$ cat src/pkg/drop_status_pkg.sv
// Constants, types and register map of the drop event status block.
// Assumes an AXI4-Lite master with 32-bit data and one 20 MHz clock.
package drop_status_pkg;

  // ********************************************************************
  // Bus widths
  // ********************************************************************
  localparam int ADDR_W = 16;
  localparam int DATA_W = 32;
  localparam int STRB_W = DATA_W / 8;

  // ********************************************************************
  // Register indices and byte addresses
  // ********************************************************************
  localparam logic [ADDR_W-1:0] MASK_INDEX    = 16'h1c20;
  localparam logic [ADDR_W-1:0] PENDING_INDEX = 16'h1c21;
  localparam logic [ADDR_W-1:0] EVSTAT_INDEX  = 16'h1c22;
  localparam logic [ADDR_W-1:0] EVCLEAR_INDEX = 16'h1c23;
  localparam logic [ADDR_W-1:0] EVENBL_INDEX  = 16'h1c24;
  localparam int               INDEX_SHIFT   = 2;

  // ********************************************************************
  // Field layout and reset values
  // ********************************************************************
  localparam int REASON_W       = 4;
  localparam int PORT_W         = 2;
  localparam int MASK_BIT       = 0;
  localparam int A_VALID_BIT    = 0;
  localparam int A_PORT_LSB     = 1;
  localparam int A_REASON_LSB   = 3;
  localparam int B_VALID_BIT    = 7;
  localparam int B_PORT_LSB     = 8;
  localparam int B_REASON_LSB   = 10;
  localparam int EV_W           = 2;
  localparam int EV_RECORDED    = 0;
  localparam int EV_LOST        = 1;
  localparam logic MASK_RESET   = 1'b1;
  localparam logic [EV_W-1:0] EV_RESET = 2'h0;

  // ********************************************************************
  // Drop reason codes and port codes
  // ********************************************************************
  localparam logic [REASON_W-1:0] RSN_BCAST_LEVEL = 4'h0;
  localparam logic [REASON_W-1:0] RSN_RED         = 4'h1;
  localparam logic [REASON_W-1:0] RSN_NO_BUFFER   = 4'h2;
  localparam logic [REASON_W-1:0] RSN_NO_DESCR    = 4'h3;
  localparam logic [REASON_W-1:0] RSN_NO_DEST     = 4'h4;
  localparam logic [REASON_W-1:0] RSN_RX_ERROR    = 4'h5;
  localparam logic [REASON_W-1:0] RSN_DROP_LEVEL  = 4'h6;
  localparam logic [REASON_W-1:0] RSN_YELLOW      = 4'h9;
  localparam logic [PORT_W-1:0]   PORT_RESERVED   = 2'h3;

  // ********************************************************************
  // AXI responses
  // ********************************************************************
  localparam logic [1:0] RESP_OKAY   = 2'h0;
  localparam logic [1:0] RESP_SLVERR = 2'h2;

  // ********************************************************************
  // Types
  // ********************************************************************
  typedef struct packed {
    logic [REASON_W-1:0] reason;
    logic [PORT_W-1:0]   port;
  } drop_record_type;

  typedef enum logic [2:0] {
    SEL_NONE,
    SEL_MASK,
    SEL_PENDING,
    SEL_EVSTAT,
    SEL_EVCLEAR,
    SEL_EVENBL
  } reg_sel_type;

endpackage : drop_status_pkg

$ cat src/design/drop_event_status.sv
// Drop event status: two drop records, mask, event interrupt, AXI4-Lite.
// Assumes drop events and bus signals are synchronous to clk.
//
// Function
// - Mask bit 0 set suppresses drop interrupt; resets to one.
// - Clearing mask re-enables interrupt for any pending valid record.
// - Mask never affects recording, holding or clearing of records.
// - Two records A and B hold two drops at once; B fills only while A is valid.
// - Record A valid at bit 0, fields 6:1, all clear on read.
// - Record A reason code in bits 6:3, same codes as B.
// - Record A port in bits 2:1: ports 0,1,2; code 11 reserved.
// - Record B valid at bit 7, fields 13:8, all clear on read.
// - Record B reason in bits 13:10, port in bits 9:8.
// - Code 0000: lookup miss dropped over broadcast buffer level.
// - Code 0001: red packet dropped with discard-on-red enabled.
// - Code 0010: no free buffer; code 0011: no free descriptor.
// - Code 0100: lookup miss with no valid destination port.
// - Code 0101: receive error on packet longer than 64 bytes.
// - Code 0110: general buffer drop level exceeded.
// - Code 1001: yellow packet randomly dropped, discard-on-yellow on.
//
// The implementer's own choice: the AXI4-Lite register port.
`timescale 1ns/1ps

module drop_event_status
  import drop_status_pkg::*;
(
  // Clock, reset, enable
  input  wire logic                clk,
  input  wire logic                arst_n,
  input  wire logic                ce,
  // Drop event from the buffer manager
  input  wire logic                dropValid,
  input  wire logic [REASON_W-1:0] dropReason,
  input  wire logic [PORT_W-1:0]   dropPort,
  // AXI4-Lite write address
  input  wire logic                awvalid,
  output logic                     awready,
  input  wire logic [ADDR_W-1:0]   awaddr,
  input  wire logic [2:0]          awprot,
  // AXI4-Lite write data
  input  wire logic                wvalid,
  output logic                     wready,
  input  wire logic [DATA_W-1:0]   wdata,
  input  wire logic [STRB_W-1:0]   wstrb,
  // AXI4-Lite write response
  output logic                     bvalid,
  input  wire logic                bready,
  output logic [1:0]               bresp,
  // AXI4-Lite read address
  input  wire logic                arvalid,
  output logic                     arready,
  input  wire logic [ADDR_W-1:0]   araddr,
  input  wire logic [2:0]          arprot,
  // AXI4-Lite read data
  output logic                     rvalid,
  input  wire logic                rready,
  output logic [DATA_W-1:0]        rdata,
  output logic [1:0]               rresp,
  // Interrupts
  output logic                     dropIrq,
  output logic                     eventIrq
);

  // ********************************************************************
  // Address decode
  // ********************************************************************
  function automatic reg_sel_type decodeAddr(
    input logic [ADDR_W-1:0] addr
  );
    reg_sel_type sel;
    sel = SEL_NONE;
    if (addr == (MASK_INDEX << INDEX_SHIFT)) begin
      sel = SEL_MASK;
    end else if (addr == (PENDING_INDEX << INDEX_SHIFT)) begin
      sel = SEL_PENDING;
    end else if (addr == (EVSTAT_INDEX << INDEX_SHIFT)) begin
      sel = SEL_EVSTAT;
    end else if (addr == (EVCLEAR_INDEX << INDEX_SHIFT)) begin
      sel = SEL_EVCLEAR;
    end else if (addr == (EVENBL_INDEX << INDEX_SHIFT)) begin
      sel = SEL_EVENBL;
    end
    return sel;
  endfunction : decodeAddr

  // ********************************************************************
  // Reason code legality
  // ********************************************************************
  function automatic logic legalReason(
    input logic [REASON_W-1:0] code
  );
    logic ok;
    ok = 1'b0;
    unique case (code)
      RSN_BCAST_LEVEL: ok = 1'b1;
      RSN_RED:         ok = 1'b1;
      RSN_NO_BUFFER,
      RSN_NO_DESCR:    ok = 1'b1;
      RSN_NO_DEST:     ok = 1'b1;
      RSN_RX_ERROR:    ok = 1'b1;
      RSN_DROP_LEVEL:  ok = 1'b1;
      RSN_YELLOW:      ok = 1'b1;
      default:         ok = 1'b0;
    endcase
    return ok;
  endfunction : legalReason

  // ********************************************************************
  // State
  // ********************************************************************
  logic              maskBit;
  logic              validA;
  logic              validB;
  drop_record_type   recA;
  drop_record_type   recB;
  logic [EV_W-1:0]   evStatus;
  logic [EV_W-1:0]   evEnable;
  logic [ADDR_W-1:0] awAddrHeld;
  logic [DATA_W-1:0] wDataHeld;
  logic [STRB_W-1:0] wStrbHeld;

  // ********************************************************************
  // Bus handshakes
  // ********************************************************************
  logic              awFire;
  logic              wFire;
  logic              arFire;
  logic              doWrite;
  logic [ADDR_W-1:0] wrAddr;
  logic [DATA_W-1:0] wrData;
  logic [STRB_W-1:0] wrStrb;
  reg_sel_type       wrSel;
  reg_sel_type       rdSel;

  assign awFire  = awvalid & awready;
  assign wFire   = wvalid & wready;
  assign arFire  = arvalid & arready;
  assign doWrite = ~bvalid & (awFire | ~awready) & (wFire | ~wready);
  assign wrAddr  = awFire ? awaddr : awAddrHeld;
  assign wrData  = wFire ? wdata : wDataHeld;
  assign wrStrb  = wFire ? wstrb : wStrbHeld;
  assign wrSel   = decodeAddr(wrAddr);
  assign rdSel   = decodeAddr(araddr);

  // ********************************************************************
  // Register write decode
  // ********************************************************************
  // Byte lane 0 carries every live bit
  logic              wrMask;
  logic              wrEvClear;
  logic              wrEvEnable;

  assign wrMask     = doWrite & (wrSel == SEL_MASK) & wrStrb[0];
  assign wrEvClear  = doWrite & (wrSel == SEL_EVCLEAR) & wrStrb[0];
  assign wrEvEnable = doWrite & (wrSel == SEL_EVENBL) & wrStrb[0];

  // ********************************************************************
  // Record allocation
  // ********************************************************************
  logic            readClear;
  logic            eventOk;
  logic            keptA;
  logic            keptB;
  logic            fillA;
  logic            fillB;
  logic            lostEvent;
  drop_record_type incoming;

  assign readClear = ce & arFire & (rdSel == SEL_PENDING);
  assign eventOk   = ce & dropValid & legalReason(dropReason)
                     & (dropPort != PORT_RESERVED);
  assign incoming  = '{reason: dropReason, port: dropPort};
  // Clear first, so an event in the read cycle still lands
  assign keptA     = validA & ~readClear;
  assign keptB     = validB & ~readClear;
  assign fillA     = eventOk & ~keptA;
  assign fillB     = eventOk & keptA & ~keptB;
  assign lostEvent = eventOk & keptA & keptB;

  // ********************************************************************
  // Drop records
  // ********************************************************************
  always_ff @(posedge clk or negedge arst_n) begin
    if (!arst_n) begin
      validA <= 1'b0;
      recA   <= '0;
    end else if (ce) begin
      if (fillA) begin
        validA <= 1'b1;
        recA   <= incoming;
      end else if (readClear) begin
        validA <= 1'b0;
        recA   <= '0;
      end
    end
  end

  always_ff @(posedge clk or negedge arst_n) begin
    if (!arst_n) begin
      validB <= 1'b0;
      recB   <= '0;
    end else if (ce) begin
      if (fillB) begin
        validB <= 1'b1;
        recB   <= incoming;
      end else if (readClear) begin
        validB <= 1'b0;
        recB   <= '0;
      end
    end
  end

  // ********************************************************************
  // Mask register
  // ********************************************************************
  always_ff @(posedge clk or negedge arst_n) begin
    if (!arst_n) begin
      maskBit <= MASK_RESET;
    end else if (ce && wrMask) begin
      maskBit <= wrData[MASK_BIT];
    end
  end

  // ********************************************************************
  // Event status, enable and clear
  // ********************************************************************
  logic [EV_W-1:0] evSet;
  logic [EV_W-1:0] evClr;

  assign evSet[EV_RECORDED] = fillA | fillB;
  assign evSet[EV_LOST]     = lostEvent;
  assign evClr = wrEvClear ? wrData[EV_W-1:0] : EV_RESET;

  always_ff @(posedge clk or negedge arst_n) begin
    if (!arst_n) begin
      evStatus <= EV_RESET;
    end else if (ce) begin
      evStatus <= (evStatus & ~evClr) | evSet;
    end
  end

  always_ff @(posedge clk or negedge arst_n) begin
    if (!arst_n) begin
      evEnable <= EV_RESET;
    end else if (ce && wrEvEnable) begin
      evEnable <= wrData[EV_W-1:0];
    end
  end

  // ********************************************************************
  // Interrupt outputs
  // ********************************************************************
  logic next_dropIrq;
  logic next_eventIrq;
  logic next_validA;
  logic next_validB;
  logic next_mask;

  assign next_validA  = fillA | keptA;
  assign next_validB  = fillB | keptB;
  assign next_mask    = wrMask ? wrData[MASK_BIT] : maskBit;
  assign next_dropIrq = (next_validA | next_validB) & ~next_mask;
  assign next_eventIrq = |(((evStatus & ~evClr) | evSet) & evEnable);

  always_ff @(posedge clk or negedge arst_n) begin
    if (!arst_n) begin
      dropIrq  <= 1'b0;
      eventIrq <= 1'b0;
    end else if (ce) begin
      dropIrq  <= next_dropIrq;
      eventIrq <= next_eventIrq;
    end
  end

  // ********************************************************************
  // Write channels
  // ********************************************************************
  always_ff @(posedge clk or negedge arst_n) begin
    if (!arst_n) begin
      awready    <= 1'b1;
      awAddrHeld <= '0;
    end else if (ce) begin
      if (awFire) begin
        awready    <= 1'b0;
        awAddrHeld <= awaddr;
      end else if (bvalid && bready) begin
        awready <= 1'b1;
      end
    end
  end

  always_ff @(posedge clk or negedge arst_n) begin
    if (!arst_n) begin
      wready    <= 1'b1;
      wDataHeld <= '0;
      wStrbHeld <= '0;
    end else if (ce) begin
      if (wFire) begin
        wready    <= 1'b0;
        wDataHeld <= wdata;
        wStrbHeld <= wstrb;
      end else if (bvalid && bready) begin
        wready <= 1'b1;
      end
    end
  end

  always_ff @(posedge clk or negedge arst_n) begin
    if (!arst_n) begin
      bvalid <= 1'b0;
      bresp  <= RESP_OKAY;
    end else if (ce) begin
      if (doWrite) begin
        bvalid <= 1'b1;
        bresp  <= (wrSel == SEL_NONE) ? RESP_SLVERR : RESP_OKAY;
      end else if (bready) begin
        bvalid <= 1'b0;
      end
    end
  end

  // ********************************************************************
  // Read channel
  // ********************************************************************
  logic [DATA_W-1:0] readValue;

  always_comb begin
    readValue = '0;
    unique case (rdSel)
      SEL_MASK: begin
        readValue[MASK_BIT] = maskBit;
      end
      SEL_PENDING: begin
        readValue[A_VALID_BIT] = validA;
        readValue[A_PORT_LSB +: PORT_W] = recA.port;
        readValue[A_REASON_LSB +: REASON_W] = recA.reason;
        readValue[B_VALID_BIT] = validB;
        readValue[B_PORT_LSB +: PORT_W] = recB.port;
        readValue[B_REASON_LSB +: REASON_W] = recB.reason;
      end
      SEL_EVSTAT: begin
        readValue[EV_W-1:0] = evStatus;
      end
      SEL_EVENBL: begin
        readValue[EV_W-1:0] = evEnable;
      end
      SEL_EVCLEAR,
      SEL_NONE: begin
        readValue = '0;
      end
    endcase
  end

  always_ff @(posedge clk or negedge arst_n) begin
    if (!arst_n) begin
      arready <= 1'b1;
      rvalid  <= 1'b0;
      rdata   <= '0;
      rresp   <= RESP_OKAY;
    end else if (ce) begin
      if (arFire) begin
        arready <= 1'b0;
        rvalid  <= 1'b1;
        rdata   <= readValue;
        rresp   <= (rdSel == SEL_NONE) ? RESP_SLVERR : RESP_OKAY;
      end else if (rvalid && rready) begin
        arready <= 1'b1;
        rvalid  <= 1'b0;
      end
    end
  end

endmodule : drop_event_status

$ cat config.mk
export PLATFORM = sky130hd
export DESIGN_NAME = drop_event_status
export DESIGN_NICKNAME = d
export VERILOG_FILES = /design/src/pkg/drop_status_pkg.sv /design/src/design/drop_event_status.sv
export SDC_FILE = /design/constraint.sdc
export NUM_CORES = 1
export LEC_CHECK = 0
export BUFFER_PORTS_ARGS = -buffer_cell sky130_fd_sc_hd__buf_2
export CAP_MARGIN = 20
export CORE_MARGIN = 3
export CORE_UTILIZATION = 25
export CTS_CLUSTER_SIZE = 12
export DETAILED_ROUTE_END_ITERATION = 12
export PLACE_DENSITY = 0.52
export SLEW_MARGIN = 20
export SYNTH_ARGS = -nofsm -noshare
export SYNTH_HDL_FRONTEND = slang
export SYNTH_SLANG_ARGS = --single-unit
export TNS_END_PERCENT = 5
$ cat constraint.sdc
create_clock -name clk -period 2.25 [get_ports clk]
set_clock_uncertainty 0.15 [all_clocks]
set_input_delay 0.3375 -clock clk [delete_from_list [all_inputs] [get_ports clk]]
set_output_delay 0.3375 -clock clk [all_outputs]
set_load 0.01 [all_outputs]
# Word level (Yosys, flattened, before mapping)
# Memories as Yosys holds them, arrays and structs flattened.
# Cells that the tools add are included.
[op_classes]
n_eq_ne = 19
mux = 35
bitwise_logic = 40
n_reduce_logical = 22
[ops]
columns = ["operator", "n"]
rows = [
  ["$eq 16x15->1 const B", 10],
  ["$mux 3", 10],
  ["$and 1x1->1", 23],
  ["$mux 6", 3],
  ["$mux 16", 1],
  ["$reduce_and 2->1", 8],
  ["$mux 1", 14],
  ["$eq 3x3->1 const B", 4],
  ["$mux 12", 1],
  ["$reduce_bool 2->1", 6],
  ["$mux 2", 4],
  ["$not 1->1", 7],
  ["$eq 3x1->1 const B", 2],
  ["$eq 3x2->1 const B", 2],
  ["$logic_not 3->1", 2],
  ["$or 1x1->1", 6],
  ["$pmux 1 s5", 1],
  ["$and 2x2->2", 2],
  ["$logic_and 1x1->1", 4],
  ["$reduce_or 2->1", 2],
  ["$pmux 1 s3", 1],
  ["$ne 2x2->1 const B", 1],
  ["$not 2->2", 1],
  ["$or 2x2->2", 1],
]
[totals]
ff_bits = 63
mem_bits_ro = 16
memories = 1
[mem_list]
columns = ["memory", "words", "word_bits", "read_ports", "rd_ports_with_merged_regs", "wr", "line", "rtl"]
rows = [
  ["(no name shown)", 16, 1, 1, 0, 0, "drop_event_status.sv:95", "unique case (code)"],
]

# Logic depth before layout (Yosys ltp)
[logic_depth]
ltp_word = 17
ltp_mapped = 7
mapped_depth_nobuf = 6

# Least setup slack after synthesis
# OpenSTA, ideal clock, no wires.
[synth_path]
path_type = "input port to flip-flop"
start = "in awaddr[15]"
end = "reg evEnable[0]"
setup_time_ns = 0.125
arrival_time_ns = 1.849
t_required_ns = 1.975
setup_slack_ns = 0.126
path_stages = 6
path_buffers = 0
cell_sequence = "or4_4 nor4_2 nor2_1 nor4_2 nand2_1 mux2_4"
[synth_via]
elab_chain_cells = 11
elab_cells_between_ends = 15
[synth_rtl]
columns = ["item", "line", "rtl"]
rows = [
  ["start: declaration", "drop_event_status.sv:39", "input wire logic [ADDR_W-1:0] awaddr,"],
  ["$mux 16 *", "--", ""],
  ["$eq 16x15->1", "drop_event_status.sv:81", "end else if (addr == (EVENBL_INDEX << INDEX_SHIFT)) begin"],
  ["$mux 3", "drop_event_status.sv:81", ""],
  ["$mux 3", "drop_event_status.sv:79", "end else if (addr == (EVCLEAR_INDEX << INDEX_SHIFT)) begin"],
  ["$mux 3", "drop_event_status.sv:77", "end else if (addr == (EVSTAT_INDEX << INDEX_SHIFT)) begin"],
  ["$mux 3", "drop_event_status.sv:75", "end else if (addr == (PENDING_INDEX << INDEX_SHIFT)) begin"],
  ["$mux 3 *", "drop_event_status.sv:73", "if (addr == (MASK_INDEX << INDEX_SHIFT)) begin"],
  ["$eq 3x3->1 *", "drop_event_status.sv:156", "assign wrEvEnable = doWrite & (wrSel == SEL_EVENBL) & wrStrb[0];"],
  ["$and 1x1->1 * (2 in series)", "drop_event_status.sv:156", ""],
  ["$logic_and 1x1->1 *", "drop_event_status.sv:246", "end else if (ce && wrEvEnable) begin"],
  ["end signal: assignment", "drop_event_status.sv:247", "evEnable <= wrData[EV_W-1:0];"],
  ["end: declaration", "drop_event_status.sv:118", "logic [EV_W-1:0] evEnable;"],
]
# Every way passes the cells marked *; elsewhere a longest branch is shown, timed or not.
# A chain may end at the register's enable or synchronous reset.

# Worst setup path in the final report
[layout_path]
start = "reg awready"
end = "reg evEnable[0]"
[layout_via]
elab_chain_cells = 12
elab_cells_between_ends = 20
[layout_rtl]
columns = ["item", "line", "rtl"]
rows = [
  ["start: declaration", "drop_event_status.sv:38", "output logic awready,"],
  ["start signal: assignment", "drop_event_status.sv:281", "awready <= 1'b1;"],
  ["start signal: assignment", "drop_event_status.sv:285", "awready <= 1'b0;"],
  ["start signal: assignment", "drop_event_status.sv:288", "awready <= 1'b1;"],
  ["$and 1x1->1", "drop_event_status.sv:136", "assign awFire = awvalid & awready;"],
  ["$mux 16", "--", ""],
  ["$eq 16x15->1", "drop_event_status.sv:81", ""],
  ["$mux 3", "drop_event_status.sv:81", ""],
  ["$mux 3", "drop_event_status.sv:79", ""],
  ["$mux 3", "drop_event_status.sv:77", ""],
  ["$mux 3", "drop_event_status.sv:75", ""],
  ["$mux 3", "drop_event_status.sv:73", ""],
  ["$eq 3x3->1", "drop_event_status.sv:156", ""],
  ["$and 1x1->1 * (2 in series)", "drop_event_status.sv:156", ""],
  ["$logic_and 1x1->1 *", "drop_event_status.sv:246", ""],
]
# Marked as above.

==> results.py <==
metrics = {
    "critical_path": {
        "slowest_stage": "dfstp_2",
        "required_ns": 2.31,
        "worstSetupPathType": "reg2reg",
        "cp.arrival_ns": 2.19,
        "startpoint_type": "flop",
        "crit_top_cell": "nand2_1",
        "cp_max_fo": 7,
        "crit_chain": "nand2_2 > o31ai_2 > buf_4 > nand2_1 > nor4_2 > nand2_1 > mux2_4",
        "critPathMaxStageDelay_ns": 0.60,
        "endpoint_kind": "flop",
    },
    "placement": {
        "place_congestion": 0.7765,
        "dpl.hpwl_um": 5346,
        "port_buffers": 72,
        "dp.cells": 493,
    },
    "worst_hold_path": {
        "hp-class": "in2reg",
    },
    "floorplan": {
        "die_area_mm2": 0.01314,
        "start_util_pct": 25.73,
        "ios": 132,
        "die-height_um": 114.6,
        "rows": 39,
        "core_region_area_mm2": 0.01147,
        "die_w_um": 114.6,
    },
    "sta": {
        "hold_viol_final": 0,
        "hold_ws_ns": 0.05276,
        "setup_viol": 0,
        "rsz0062_at_grt": "no",
        "finalCriticalPeriod_ns": 2.130,
        "final.period_utilization_pct": 94.67,
        "max_freq_mhz": 469.5,
        "slew_viol_final": 0,
    },
    "global_route": {
        "gr-total-overflow": 0,
        "antenna_found_initial": 0,
        "first_global_vias": 2344,
        "grt_start_max_net_pins": 62,
        "grt_usage_pct": 11.50,
        "grt_pass1_wl_um": 11840,
    },
    "cts": {
        "cts.sinks": 61,
        "numCtsBuffers": 9,
        "root_buffer": "clkbuf_16",
        "cts_post_setup_buffers_inserted": 0,
        "clock_latency_ns": 0.33,
        "cts_tree": "built",
        "htreeDepth": 3,
        "cts_max_path_buffers": 2,
        "clk_pin_slew_ns": 0.05,
    },
    "routing": {
        "initialDrtViolationCount": 79,
        "wl_per_cell_um": 13.76,
        "drt_wl_total_um": 7016,
        "vias": 2312,
        "drcViolationCount": 0,
        "antenna_left": 0,
        "viasPerCell": 4.533,
        "dr.pass1.iters": 4,
    },
    "synth": {
        "synthCells": 270,
        "synth_cell_types": 51,
        "synth.avg_cell_area_um2": 10.93,
        "yosysSeqAreaShare_pct": 51.91,
        "synth-main-ff-cell": "dfrtp_1",
        "yosysWarnings": 0,
        "synth_edf_count": 0,
        "synth_top_area_share_pct": 48.35,
        "synth_area_mm2": 0.002950,
        "synth_area_leader_cell": "dfrtp_1",
        "synth.ff_latch_count": 61,
        "synth_area_leaders": "dfrtp_1 (48%), mux2_2 (7.6%), buf_4 (5.1%), a22o_1 (3.9%), dfstp_2 (3.6%)",
        "synth_async_sr_flop_share_pct": 100.0,
    },
    "final_layout": {
        "n_antenna_cell": 0,
        "final_common_cell": "buf_2",
        "drive_above_1_share_pct": 37.60,
        "layout.nets": 451,
        "stdcell_count": 510,
        "syn2layout_area_growth_pct": 29.94,
        "mostFrequentLayoutCells": "buf_2 (72), dfrtp_1 (57), mux2_2 (20), conb_1 (20)",
    },
    "power_and_ir_drop": {
        "ir_worst_vdd_mv": 0.3365,
        "total_power_w": 0.003765,
        "power_density_mw_per_mm2": 982.0,
        "p_leak_nw": 1.834,
    },
    "status": {
        "outcome": "complete, no violations",
    },
    "job": {
        "maxCapViolations": 0,
    },
}
sequential cells by signal, summed over array words and instances (netlist names), 2 cells and up:
signal / count
awAddrHeld: 16
evEnable: 2
evStatus: 2
rdata: 14
recA: 6
recB: 6
wDataHeld: 2
timing repair:
| item | 4_1_cts | 5_1_grt |
|---|---|---|
| endpoints found under the setup margin | 0 | 2 |
| resized for setup | 0 | 1 |
| hold buffers | 1 | 0 |
| hold endpoints to repair | 57 | 0 |
cells in the mapped netlist (2+ instances only):
master     n
a211o_1    2
a21o_1     2
a21oi_1    9
a22o_1    13
a31oi_1    4
and3b_1    2
buf_2      3
buf_4     20
clkbuf_1   5
dfrtp_1   57
dfstp_2    4
inv_1     13
mux2_2    20
mux2i_1    6
nand2_1   17
nand2b_1   3
nand3_1   17
nand4_1    2
nor2_1     9
nor2b_1    2
nor3_1     5
nor3b_1    2
nor4_1     2
nor4_2     2
o211ai_1   2
o21a_1     2
o21ai_0    6
o21ai_1   13
o31a_1     2
or4b_1     3
worst max-delay path, delay by kind of cell, from the launching register on:
family | cells | cell delay, ns
DFF | 1 | 0.60
and+or+nand+nor | 4 | 0.58
muxes | 1 | 0.31
AOI/OAI and AO/OA | 1 | 0.21
buffers and inverters | 1 | 0.16
per-layer routing:
layer	part of all wire [%]	wire length (µm)	global-route usage [%]	vias up
met5	0	0	0	-
met1	45	3163	14.55	1107
li1	-	-	-	1136
met4	1.7	117	4.276	0
met3	4.9	344	3.594	8
met2	48	3390	18.39	61
path summary, 6_finish.rpt:
| path | depth (start not counted) | start | slack (ns) | end |
|---|---|---|---|---|
| hold reg to reg | 2 | rdata[0] | 0.33 | rdata[0] |
| setup / recovery | 7 | awready | 0.12 | evEnable[0] |
| max in group asynchronous | 3 | arst_n | 1.22 | maskBit |
| hold / removal | 2 | arvalid | 0.05 | arready |
| setup reg to reg | 7 | awready | 0.12 | evEnable[0] |
| min in group asynchronous | 3 | arst_n | 0.39 | rdata[9] |
final cells by class:
class	instances	area (µm²)
Clock inverter	6	62.56
Sequential cell	61	1531
Clock buffer	10	239.0
Inverter	13	48.80
Fill cell	1153	7634
Tap cell	143	178.9
Timing Repair Buffer	90	510.5
Multi-Input combinational cell	187	1262
metrics by stage:
step	cell area (µm²)	setup TNS, ns	utilization [%]	setup slack (ns)
6_report	3834	0	33.43	0.1199
5_1_grt	3834	0	33.43	0.0001630
4_1_cts	3829	0	33.39	0.08047
3_5_place_dp	3517	-0.7694	30.67	-0.1722
3_3_place_gp	3517	-0.7445	30.67	-0.1686
2_1_floorplan	3022	0	-	0.1258
cell families after synthesis:
logic type             after synthesis  synth area share (%)
muxes                               28                 10.56
other                                1                0.1271
and+or+nand+nor                     78                 15.61
buffers and inverters               41                 7.888
AOI/OAI and AO/OA                   61                 13.91
DFF                                 61                 51.91
power by group:
part           internal, W  total [W]  switching [W]
Combinational     0.000419   0.000792       0.000374
Clock             0.000881    0.00137       0.000490
Sequential         0.00141    0.00160       0.000189
Total              0.00271    0.00376        0.00105
(Power assumes the default switching activity.)
